**src/sac_pkg.sv**
```systemverilog
// Constants and types shared by the serial audio port configuration block.
// Assumes one 20 MHz clock and an 8-bit register port.
package sac_pkg;
   // ==========================================================
   // Timing
   localparam int CLK_PERIOD_NS = 50;
   localparam int BCLK_HALF_NS = 200;
   // Least half period, rounded up, never below one cycle
   localparam int BCLK_HALF_RAW = (BCLK_HALF_NS + CLK_PERIOD_NS - 1) / CLK_PERIOD_NS;
   localparam int BCLK_HALF_CYC = (BCLK_HALF_RAW < 1) ? 1 : BCLK_HALF_RAW;
   // ==========================================================
   // Register offsets
   localparam logic [7:0] ADDR_FORMAT = 8'h32;
   localparam logic [7:0] ADDR_FRAME = 8'h33;
   localparam logic [7:0] ADDR_SLOT_DIS = 8'h34;
   localparam logic [7:0] ADDR_STATUS = 8'h35;
   localparam logic [7:0] ADDR_MOD_EN = 8'h36;
   localparam logic [7:0] ADDR_PATTERN = 8'h37;
   localparam logic [7:0] REG_RST = 8'h00;
   // ==========================================================
   // Field positions
   localparam int FMT_LSB = 6;
   localparam int MODE_LSB = 4;
   localparam int FR_TRISTATE = 7;
   localparam int FR_SLOT_WIDTH = 6;
   localparam int FR_SHAPE = 5;
   localparam int FR_POL = 4;
   localparam int FR_ORDER = 3;
   localparam int FR_RATE = 2;
   localparam int FR_EDGE = 1;
   localparam int FR_ROLE = 0;
   localparam int MOD_INSERT = 4;
   localparam int MOD_CH_LSB = 2;
   localparam int MOD_MODE_LSB = 0;
   // ==========================================================
   // Sizes and counts
   localparam int SAMPLE_W = 24;
   localparam int FIFO_DEPTH = 4;
   localparam logic [4:0] WIDE_BITS = 5'h18;
   localparam logic [4:0] NARROW_BITS = 5'h10;
   localparam logic [5:0] BPC_LONG = 6'h20;
   localparam logic [5:0] BPC_SHORT = 6'h10;
   localparam logic [3:0] PAT_IDLE = 4'h8;
   // ==========================================================
   // Encodings
   typedef enum logic [1:0] {FMT_I2S = 2'h0, FMT_LJ = 2'h1, FMT_RJ24 = 2'h2, FMT_RJ16 = 2'h3} sac_fmt_t;
   typedef enum logic [1:0] {MODE_STEREO = 2'h0, MODE_TDM2 = 2'h1, MODE_TDM4 = 2'h2, MODE_TDM8 = 2'h3} sac_mode_t;
   typedef enum logic [1:0] {PCH_BOTH = 2'h0, PCH_LEFT = 2'h1, PCH_RIGHT = 2'h2, PCH_RSVD = 2'h3} sac_pch_t;
   typedef enum logic [1:0] {OUT_OFF = 2'h0, OUT_LEFT = 2'h1, OUT_RIGHT = 2'h2, OUT_STEREO = 2'h3} sac_omode_t;
endpackage

```
**src/sac_top.sv**
```systemverilog
// Serial audio port with TDM slot control and a density modulator output.
// Assumes a 20 MHz clock; link pins are asynchronous and synchronised here.
// What this block does
// Frame bit 6 picks 24-bit or 16-bit data per TDM slot
// Frame bit 5 picks 50% frame clock or one-bit-clock pulse
// Frame bit 4 sets frame clock polarity for both shapes
// Frame bit 3 sends MSB first when 0, LSB first when 1
// Frame bit 2 allots 32 or 16 bit clocks per channel
// Frame bit 1 picks falling or rising data change edge
// Frame bit 0 makes the port slave or clock master
// Each slot disable bit silences its TDM output slot
// Slot disables act only in TDM modes, never in stereo
// Modulator bit 4 enables pattern insertion into the stream
// Modulator bits 3:2 pick both, left or right for pattern
// Software leaves pattern channel alone while the stream runs
// Modulator bits 1:0 pick off, left, right or stereo output
// Pattern register holds the inserted byte, resets to zero
// Software leaves the pattern byte alone while it is sent
// Format field picks I2S delayed, left or right justified data
// Frame bit 7 tristates disabled slots instead of driving zero
// All configuration resets to zero: slave, 50%, MSB, 32, falling, off
//
// Decided for this implementation: the strobed register port.

// ==========================================================
// Sample FIFO
module sac_fifo #(
   parameter int WIDTH = 24,
   parameter int DEPTH = 4
) (
   input wire logic clock,
   input wire logic rst,
   input wire logic [WIDTH-1:0] in_data,
   input wire logic in_valid,
   output logic in_ready,
   output logic [WIDTH-1:0] out_data,
   output logic out_valid,
   input wire logic out_ready
);
   localparam int PW = (DEPTH > 1) ? $clog2(DEPTH) : 1;
   localparam int CW = $clog2(DEPTH + 1);
   logic [WIDTH-1:0] mem [DEPTH];
   logic [PW-1:0] wr_r, rd_r;
   logic [CW-1:0] count_r, count_nxt;
   logic push, pop;

   // Flags are registered so the ready seen outside comes from a flop
   assign push = in_valid & in_ready;
   assign pop = out_valid & out_ready;
   assign out_data = mem[rd_r];
   always_comb begin
      case ({push, pop})
         2'b10: count_nxt = count_r + CW'(1);
         2'b01: count_nxt = count_r - CW'(1);
         default: count_nxt = count_r;
      endcase
   end

   // Pointers and occupancy
   always_ff @(posedge clock) begin
      if (rst) begin
         wr_r <= '0;
         rd_r <= '0;
         count_r <= '0;
         in_ready <= 1'b0;
         out_valid <= 1'b0;
      end else begin
         if (push) begin
            wr_r <= (wr_r == PW'(DEPTH - 1)) ? '0 : wr_r + PW'(1);
         end
         if (pop) begin
            rd_r <= (rd_r == PW'(DEPTH - 1)) ? '0 : rd_r + PW'(1);
         end
         count_r <= count_nxt;
         in_ready <= count_nxt != CW'(DEPTH);
         out_valid <= count_nxt != '0;
      end
   end

   // Storage, no reset needed on data
   always_ff @(posedge clock) begin
      if (push) begin
         mem[wr_r] <= in_data;
      end
   end
endmodule

// ==========================================================
// Top level
module sac_top (
   input wire logic clock,
   input wire logic rst,
   input wire logic [7:0] reg_addr,
   input wire logic [7:0] reg_wdata,
   input wire logic reg_we,
   input wire logic reg_re,
   output logic [7:0] reg_rdata,
   input wire logic [sac_pkg::SAMPLE_W-1:0] smp_data,
   input wire logic smp_valid,
   output logic smp_ready,
   input wire logic bclk_i,
   output logic bclk_o,
   output logic bclk_oe,
   input wire logic fclk_i,
   output logic fclk_o,
   output logic fclk_oe,
   output logic sdout_o,
   output logic sdout_oe,
   output logic density_output_pin
);
   import sac_pkg::*;

   logic [7:0] fmt_r, frame_r, slot_dis_r, mod_r, pat_r;
   logic [7:0] div_r, pos_r, pos_n, last_pos, half;
   logic [8:0] frame_len;
   logic [5:0] bpc, off, rel;
   logic [4:0] width, bic_n, idx;
   logic [2:0] ch_n;
   logic [3:0] pat_cnt_r;
   logic [SAMPLE_W-1:0] word_r, word_nxt, left_r, right_r, fifo_data;
   logic b_s1, b_s2, b_s3, f_s1, f_s2, f_last_r, pend_r;
   logic tick, rise, fall, chg, smp, start_lvl, frame_start;
   logic tdm, master, slot_off, load, in_word, bit_n, fifo_valid, pattern_channel_select_r;
   logic [1:0] cand;
   sac_fmt_t fmt;
   sac_mode_t pmode;
   sac_pch_t chsel;
   sac_omode_t omode;

   // ==========================================================
   // Register port
   // zero after reset
   always_ff @(posedge clock) begin
      if (rst) begin
         fmt_r <= REG_RST;
         frame_r <= REG_RST;
         slot_dis_r <= REG_RST;
         mod_r <= REG_RST;
         pat_r <= REG_RST;
      end else if (reg_we) begin
         case (reg_addr)
            ADDR_FORMAT: fmt_r <= reg_wdata;
            ADDR_FRAME: frame_r <= reg_wdata;
            ADDR_SLOT_DIS: slot_dis_r <= reg_wdata;
            ADDR_MOD_EN: mod_r <= reg_wdata;
            // pattern byte store
            ADDR_PATTERN: pat_r <= reg_wdata;
            default: ;
         endcase
      end
   end

   // Read data valid only in the cycle after the strobe
   always_ff @(posedge clock) begin
      if (rst || !reg_re) begin
         reg_rdata <= 8'h00;
      end else begin
         case (reg_addr)
            ADDR_FORMAT: reg_rdata <= fmt_r;
            ADDR_FRAME: reg_rdata <= frame_r;
            ADDR_SLOT_DIS: reg_rdata <= slot_dis_r;
            ADDR_STATUS: reg_rdata <= {pos_r[7:5], pend_r, fclk_o, smp_ready, fifo_valid, master};
            ADDR_MOD_EN: reg_rdata <= mod_r;
            ADDR_PATTERN: reg_rdata <= pat_r;
            default: reg_rdata <= 8'h00;
         endcase
      end
   end

   // ==========================================================
   // Field decode
   assign fmt = sac_fmt_t'(fmt_r[FMT_LSB+:2]);
   assign pmode = sac_mode_t'(fmt_r[MODE_LSB+:2]);
   assign chsel = sac_pch_t'(mod_r[MOD_CH_LSB+:2]);
   assign omode = sac_omode_t'(mod_r[MOD_MODE_LSB+:2]);
   assign tdm = pmode != MODE_STEREO;
   // role select
   assign master = frame_r[FR_ROLE];
   // clocks per channel
   assign bpc = frame_r[FR_RATE] ? BPC_SHORT : BPC_LONG;
   // slot data width
   always_comb begin
      if (tdm) begin
         width = frame_r[FR_SLOT_WIDTH] ? NARROW_BITS : WIDE_BITS;
      end else begin
         width = (fmt == FMT_RJ16) ? NARROW_BITS : WIDE_BITS;
      end
   end
   // Frame length follows the channel count of the port mode
   always_comb begin
      unique case (pmode)
         MODE_TDM4: frame_len = {1'b0, bpc, 2'b00};
         MODE_TDM8: frame_len = {bpc, 3'b000};
         default: frame_len = {2'b00, bpc, 1'b0};
      endcase
   end
   assign last_pos = 8'(frame_len - 9'h001);
   assign half = frame_len[8:1];

   // ==========================================================
   // Bit clock: own divider as master, synchronised pin as slave
   assign tick = div_r == 8'(BCLK_HALF_CYC - 1);
   always_ff @(posedge clock) begin
      if (rst) begin
         div_r <= 8'h00;
         bclk_o <= 1'b0;
      end else begin
         div_r <= tick ? 8'h00 : div_r + 8'h01;
         bclk_o <= tick ? !bclk_o : bclk_o;
      end
   end

   // Two flops before any logic, a third only for edge finding
   always_ff @(posedge clock) begin
      if (rst) begin
         b_s1 <= 1'b0;
         b_s2 <= 1'b0;
         b_s3 <= 1'b0;
         f_s1 <= 1'b0;
         f_s2 <= 1'b0;
      end else begin
         b_s1 <= bclk_i;
         b_s2 <= b_s1;
         b_s3 <= b_s2;
         f_s1 <= fclk_i;
         f_s2 <= f_s1;
      end
   end

   assign rise = master ? (tick & !bclk_o) : (b_s2 & !b_s3);
   assign fall = master ? (tick & bclk_o) : (!b_s2 & b_s3);
   // data change edge
   assign chg = frame_r[FR_EDGE] ? rise : fall;
   assign smp = frame_r[FR_EDGE] ? fall : rise;
   // level that opens a frame
   assign start_lvl = frame_r[FR_SHAPE] ^ frame_r[FR_POL];

   // Slave framing: a change to the start level seen at a sample edge realigns
   always_ff @(posedge clock) begin
      if (rst) begin
         f_last_r <= 1'b0;
         pend_r <= 1'b0;
      end else if (smp) begin
         f_last_r <= f_s2;
         if (f_s2 != f_last_r && f_s2 == start_lvl) begin
            pend_r <= 1'b1;
         end
      end else if (chg) begin
         pend_r <= 1'b0;
      end
   end

   // ==========================================================
   // Frame position and slot data
   always_comb begin
      if (!master && pend_r) begin
         pos_n = 8'h01;
      end else if (pos_r >= last_pos) begin
         pos_n = 8'h00;
      end else begin
         pos_n = pos_r + 8'h01;
      end
   end
   assign frame_start = chg && pos_n == 8'h00;
   assign ch_n = frame_r[FR_RATE] ? pos_n[6:4] : pos_n[7:5];
   assign bic_n = frame_r[FR_RATE] ? {1'b0, pos_n[3:0]} : pos_n[4:0];
   // per-slot disable, TDM only
   assign slot_off = tdm && slot_dis_r[ch_n];
   assign load = chg && bic_n == 5'h00;
   // Underrun sends silence rather than stalling the frame
   assign word_nxt = load ? ((slot_off || !fifo_valid) ? '0 : fifo_data) : word_r;

   // bit offset of the word inside the channel
   always_comb begin
      unique case (fmt)
         FMT_I2S: off = 6'h01;
         FMT_LJ: off = 6'h00;
         default: off = bpc - {1'b0, width};
      endcase
   end
   assign rel = {1'b0, bic_n} - off;
   assign in_word = ({1'b0, bic_n} >= off) && (rel < {1'b0, width});
   // bit order
   assign idx = frame_r[FR_ORDER] ? rel[4:0] : width - 5'h01 - rel[4:0];
   assign bit_n = in_word & word_nxt[idx];

   sac_fifo #(
      .WIDTH(SAMPLE_W),
      .DEPTH(FIFO_DEPTH)
   ) u_fifo (
      .clock(clock),
      .rst(rst),
      .in_data(smp_data),
      .in_valid(smp_valid),
      .in_ready(smp_ready),
      .out_data(fifo_data),
      .out_valid(fifo_valid),
      .out_ready(load && !slot_off)
   );

   // Shift out on each change edge
   always_ff @(posedge clock) begin
      if (rst) begin
         pos_r <= 8'h00;
         word_r <= '0;
         left_r <= '0;
         right_r <= '0;
         sdout_o <= 1'b0;
         sdout_oe <= 1'b0;
         fclk_o <= 1'b0;
      end else if (chg) begin
         pos_r <= pos_n;
         word_r <= word_nxt;
         sdout_o <= bit_n;
         // disabled slot tristate or driven low
         sdout_oe <= !(slot_off && frame_r[FR_TRISTATE]);
         // frame clock shape and polarity
         fclk_o <= (frame_r[FR_SHAPE] ? (pos_n == 8'h00) : (pos_n >= half)) ^ frame_r[FR_POL];
         if (load && ch_n == 3'h0) begin
            left_r <= word_nxt;
         end
         if (load && ch_n == 3'h1) begin
            right_r <= word_nxt;
         end
      end
   end

   // clocks driven only as master
   always_ff @(posedge clock) begin
      if (rst) begin
         bclk_oe <= 1'b0;
         fclk_oe <= 1'b0;
      end else begin
         bclk_oe <= master;
         fclk_oe <= master;
      end
   end

   // ==========================================================
   // Density modulator, one first-order loop per channel
   for (genvar i = 0; i < 2; i++) begin : g_mod
      logic [24:0] acc_r;
      logic [SAMPLE_W-1:0] src;
      logic ins;
      // source channel per output mode
      assign src = (omode == OUT_RIGHT || (omode == OUT_STEREO && i == 1)) ? right_r : left_r;
      // pattern insertion and channel choice; reserved code inserts nothing
      assign ins = mod_r[MOD_INSERT] && !pat_cnt_r[3] &&
         (chsel == PCH_BOTH || (chsel == PCH_LEFT && i == 0) || (chsel == PCH_RIGHT && i == 1));
      always_ff @(posedge clock) begin
         if (rst) begin
            acc_r <= '0;
         end else if (tick && pattern_channel_select_r == 1'(i)) begin
            acc_r <= {1'b0, acc_r[23:0]} + {1'b0, !src[23], src[22:0]};
         end
      end
      assign cand[i] = ins ? pat_r[3'h7 - pat_cnt_r[2:0]] : acc_r[24];
   end

   // Channels alternate per tick; the pattern restarts each frame
   always_ff @(posedge clock) begin
      if (rst) begin
         pattern_channel_select_r <= 1'b0;
         pat_cnt_r <= PAT_IDLE;
         density_output_pin <= 1'b0;
      end else begin
         if (tick) begin
            pattern_channel_select_r <= !pattern_channel_select_r;
         end
         if (frame_start) begin
            pat_cnt_r <= 4'h0;
         end else if (tick && pattern_channel_select_r && !pat_cnt_r[3]) begin
            pat_cnt_r <= pat_cnt_r + 4'h1;
         end
         // output off forces the pin low
         if (omode == OUT_OFF) begin
            density_output_pin <= 1'b0;
         end else if (tick) begin
            density_output_pin <= cand[pattern_channel_select_r];
         end
      end
   end
endmodule

```
**config.mk**
```make
export PLATFORM = sky130hd
export DESIGN_NAME = sac_top
export DESIGN_NICKNAME = d
export VERILOG_FILES = /design/src/sac_pkg.sv /design/src/sac_top.sv
export SDC_FILE = /design/constraint.sdc
export NUM_CORES = 1
export LEC_CHECK = 0
export BUFFER_PORTS_ARGS = -buffer_cell sky130_fd_sc_hd__buf_2
export CORE_MARGIN = 2
export CORE_UTILIZATION = 30
export CTS_CLUSTER_DIAMETER = 30
export CTS_CLUSTER_SIZE = 12
export DETAILED_ROUTE_END_ITERATION = 6
export GPL_ROUTABILITY_DRIVEN = 0
export GPL_TIMING_DRIVEN = 0
export PLACE_DENSITY = 0.55
export SKIP_LAST_GASP = 1
export SLEW_MARGIN = 20
export SYNTH_ARGS = -nofsm -noshare
export SYNTH_HDL_FRONTEND = slang
export SYNTH_SLANG_ARGS = --single-unit
export TNS_END_PERCENT = 1
```
**constraint.sdc**
```tcl
create_clock -name clock -period 6.2 [get_ports clock]
set_input_delay 0.62 -clock clock [delete_from_list [all_inputs] [get_ports clock]]
set_output_delay 0.62 -clock clock [all_outputs]
set_load 0.02 [all_outputs]
```
==> results.sh <==
export IMPL_outcome="finished, final reports clean"
export IMPL_cts_root_buf="clkbuf_16"
export IMPL_total_power_mw=6.52
export IMPL_slew_violations=0
export IMPL_rows=83
export IMPL_grt_pass1_vias=12200
export IMPL_skew_ns=0.0332
export IMPL_setup_worst_path_end_class="flop"
export IMPL_cts_setup_buffers=0
export IMPL_tightestPinTransition_ns=0.944
export IMPL_maxCapViolations=0
export IMPL_wl_per_cell_um=18.6
export IMPL_synth_async_reset_ratio_pct=0
export IMPL_cts_path_max_buffers=3
export IMPL_crit_type="flop to flop"
export IMPL_dr_pass1_iters=5
export IMPL_syn_area_sq_mm=0.0156
export IMPL_ys_ff_latch=311
export IMPL_ant_nets=0
export IMPL_area_growth_pct=24.8
export IMPL_grt_max_degree=25
export IMPL_synth_area_per_cell_sq_um=9.95
export IMPL_seq_area_frac_synth_pct=46.2
export IMPL_cp_required_ns=6.62
export IMPL_peakVddDrop_uv=259
export IMPL_wl_um=45600
export IMPL_clock_latency_ns=0.60
export IMPL_fillers=5071
export IMPL_die_w_um=232
export IMPL_arrival_ns=5.96
export IMPL_ctsHoldBuffers=0
export IMPL_core_area_sq_mm=0.0513
export IMPL_drive_above_1_share_pct=18.2
export IMPL_syn_nets=1684
export IMPL_max_clock_freq_ghz=0.180
export IMPL_hold_violations=0
export IMPL_slew_headroom_pct=36.8
export IMPL_die_y_um=232
export IMPL_cts_tree="done"
export IMPL_grt_overflow_total=0
export IMPL_avgViaCountPerCell=5.13
export IMPL_gr_usage_all_layers_pct=16.9
export IMPL_ys_types=86
export IMPL_hp_class="input pin to flop"
export IMPL_setup_viol=0
export IMPL_cts_resized=0
export IMPL_clk_pin_slew_ns=0.05
export IMPL_grt_antenna_before_repair=0
export IMPL_yosysWarnings=0
export IMPL_htree_levels=3
export IMPL_drc_errors=0
export IMPL_synth_edff_count=96
export IMPL_synth_flop_cell="dfxtp_1"
export IMPL_drt_iter0_drc=740
export IMPL_critPathLaunchType="flop"
export IMPL_grt_pass1_wl_um=70000
export IMPL_cts_num_sinks=311
export IMPL_powerDensity_mw_per_mm2=336
export IMPL_setup_tns_ns=0
export IMPL_antennaDiodeCount=0
export IMPL_period_needed_ns=5.54
export IMPL_boundaryPins=63
export IMPL_rsz0062_at_grt="no"
export IMPL_port_buffers=60
export IMPL_num_vias=12600
export IMPL_fin_crit_sh_pct=89.4
export IMPL_syn_inst=1565
export IMPL_design_die_area_sq_mm=0.0537
export IMPL_start_util_pct=30.4
export IMPL_crit_fanout=10
export IMPL_final_common_cell="dfxtp_1"
export IMPL_layout_common_cells="dfxtp_1 (215), nor2_1 (185), nand2_1 (169)"
export IMPL_cts_buffers=76
export IMPL_p_leak_nw=7.32
export IMPL_finalNetCount=1822
export IMPL_dpl_hpwl_um=32800
-- where the power goes --
part / switching (mW) / internal (mW)
Combinational: 0.140 / 0.0636
Sequential: 0.0222 / 2.14
Clock: 1.27 / 2.88
-- critical path: stages, from the launching register on --
cell and delay, ns:
dfxtp_1 0.37, clkbuf_1 0.32, clkinv_1 0.35, o21ai_0 0.37, ha_1 0.32, and3_1 0.20
a221o_2 0.48, a2111oi_0 0.42, a22oi_1 0.13, o22ai_1 0.16, o22a_1 0.21, and2_1 0.14
buf_4 0.19, buf_2 0.28, buf_2 0.31, ha_1 0.25, fa_1 0.43, mux2i_1 0.13
nor2_1 0.06, nor2_1 0.15, o21ai_0 0.09
-- cells by family after synthesis --
group	count (synthesis)	share of synthesized area [%]
compound gates	345	14.9
xor+xnor	66	3.71
fa+ha+maj	72	5.93
buf+inv	112	3.06
flops	311	46.2
mux	132	11.0
simple gates	527	15.3
-- layout make-up --
class | instances | area [sq um] | share of cell area (%)
plain buffers | 86 | 374 | 1.92
clock buffers | 94 | 2110 | 10.9
clock inverters | 48 | 597 | 3.07
inverters | 26 | 103 | 0.528
multi-input cells | 1142 | 7910 | 40.7
flip-flops and latches | 311 | 7190 | 37.0
well taps | 680 | 851 | 4.38
repair buffers | 60 | 300 | 1.54
-- path summary, 6_finish.rpt --
path	startpoint	end	slack, ns	depth (start not counted)
min reg2reg	b_s1	b_s2	0.44	1
max reg2reg	frame_r[2]	u_fifo.out_valid	0.66	20
min	smp_data[6]	u_fifo.mem[2][6]	0.25	1
max	frame_r[2]	u_fifo.out_valid	0.66	20
-- cell usage after synthesis (4+ instances only) --
master	count	area, sq um
nor2b_1	12	75.1
edfxtp_1	96	2880
o21bai_1	4	30.0
o22ai_1	11	68.8
inv_1	24	90.1
nand3_1	50	250
nand2_1	169	634
o21a_1	6	45.0
ha_1	69	863
nor3b_1	4	30.0
buf_1	8	30.0
nand2b_1	16	100
nand4_1	5	31.3
a21oi_1	127	636
o211ai_1	8	60.1
a22oi_1	8	60.1
a221oi_1	11	96.3
nor3_1	24	120
clkbuf_1	57	214
a31oi_1	10	62.6
and3_1	24	150
a21o_1	18	135
mux4_2	26	586
nor2_1	185	694
a211o_1	6	52.6
or3_1	8	50.1
a211oi_1	33	248
nand3b_1	5	37.5
buf_4	5	37.5
xor2_1	23	201
dfxtp_1	215	4300
and2_1	5	31.3
nor4_1	5	31.3
mux2_2	51	574
mux2i_1	55	551
xnor2_1	43	377
a32oi_1	8	70.1
o21ai_0	42	210
a2111oi_0	5	43.8
buf_2	14	70.1
-- state kept, by name, summed over array words and instances (netlist names), 24 cells and up, named ones only --
register     flops
left_r          24
right_r         24
word_r          24
u_fifo.mem      96
g_mod.acc_r     50
-- through the flow --
stage               hold WS, ns  util, %  setup WS [ns]  area (sq um)  cells
global route              0.234     37.9          0.316         19400   2447
CTS                       0.220     37.9          0.718         19400   2447
global placement          0.426     32.6          0.827         16700   2305
detailed placement        0.432     32.6          0.759         16700   2305
floorplan                 0.414        -           1.65         15600   1565
finish                    0.250     37.9          0.658         19400   2447
-- per-layer routing --
| layer | up-vias | global-route usage (%) | routed length, um |
|---|---|---|---|
| li1 | 6031 | - | - |
| met1 | 6069 | 22.7 | 20900 |
| met2 | 354 | 26.1 | 20300 |
| met3 | 110 | 3.82 | 2850 |
| met4 | 0 | 6.83 | 1560 |
| met5 | - | 0 | 0 |
Note: power is estimated with default switching activity, not from simulation.
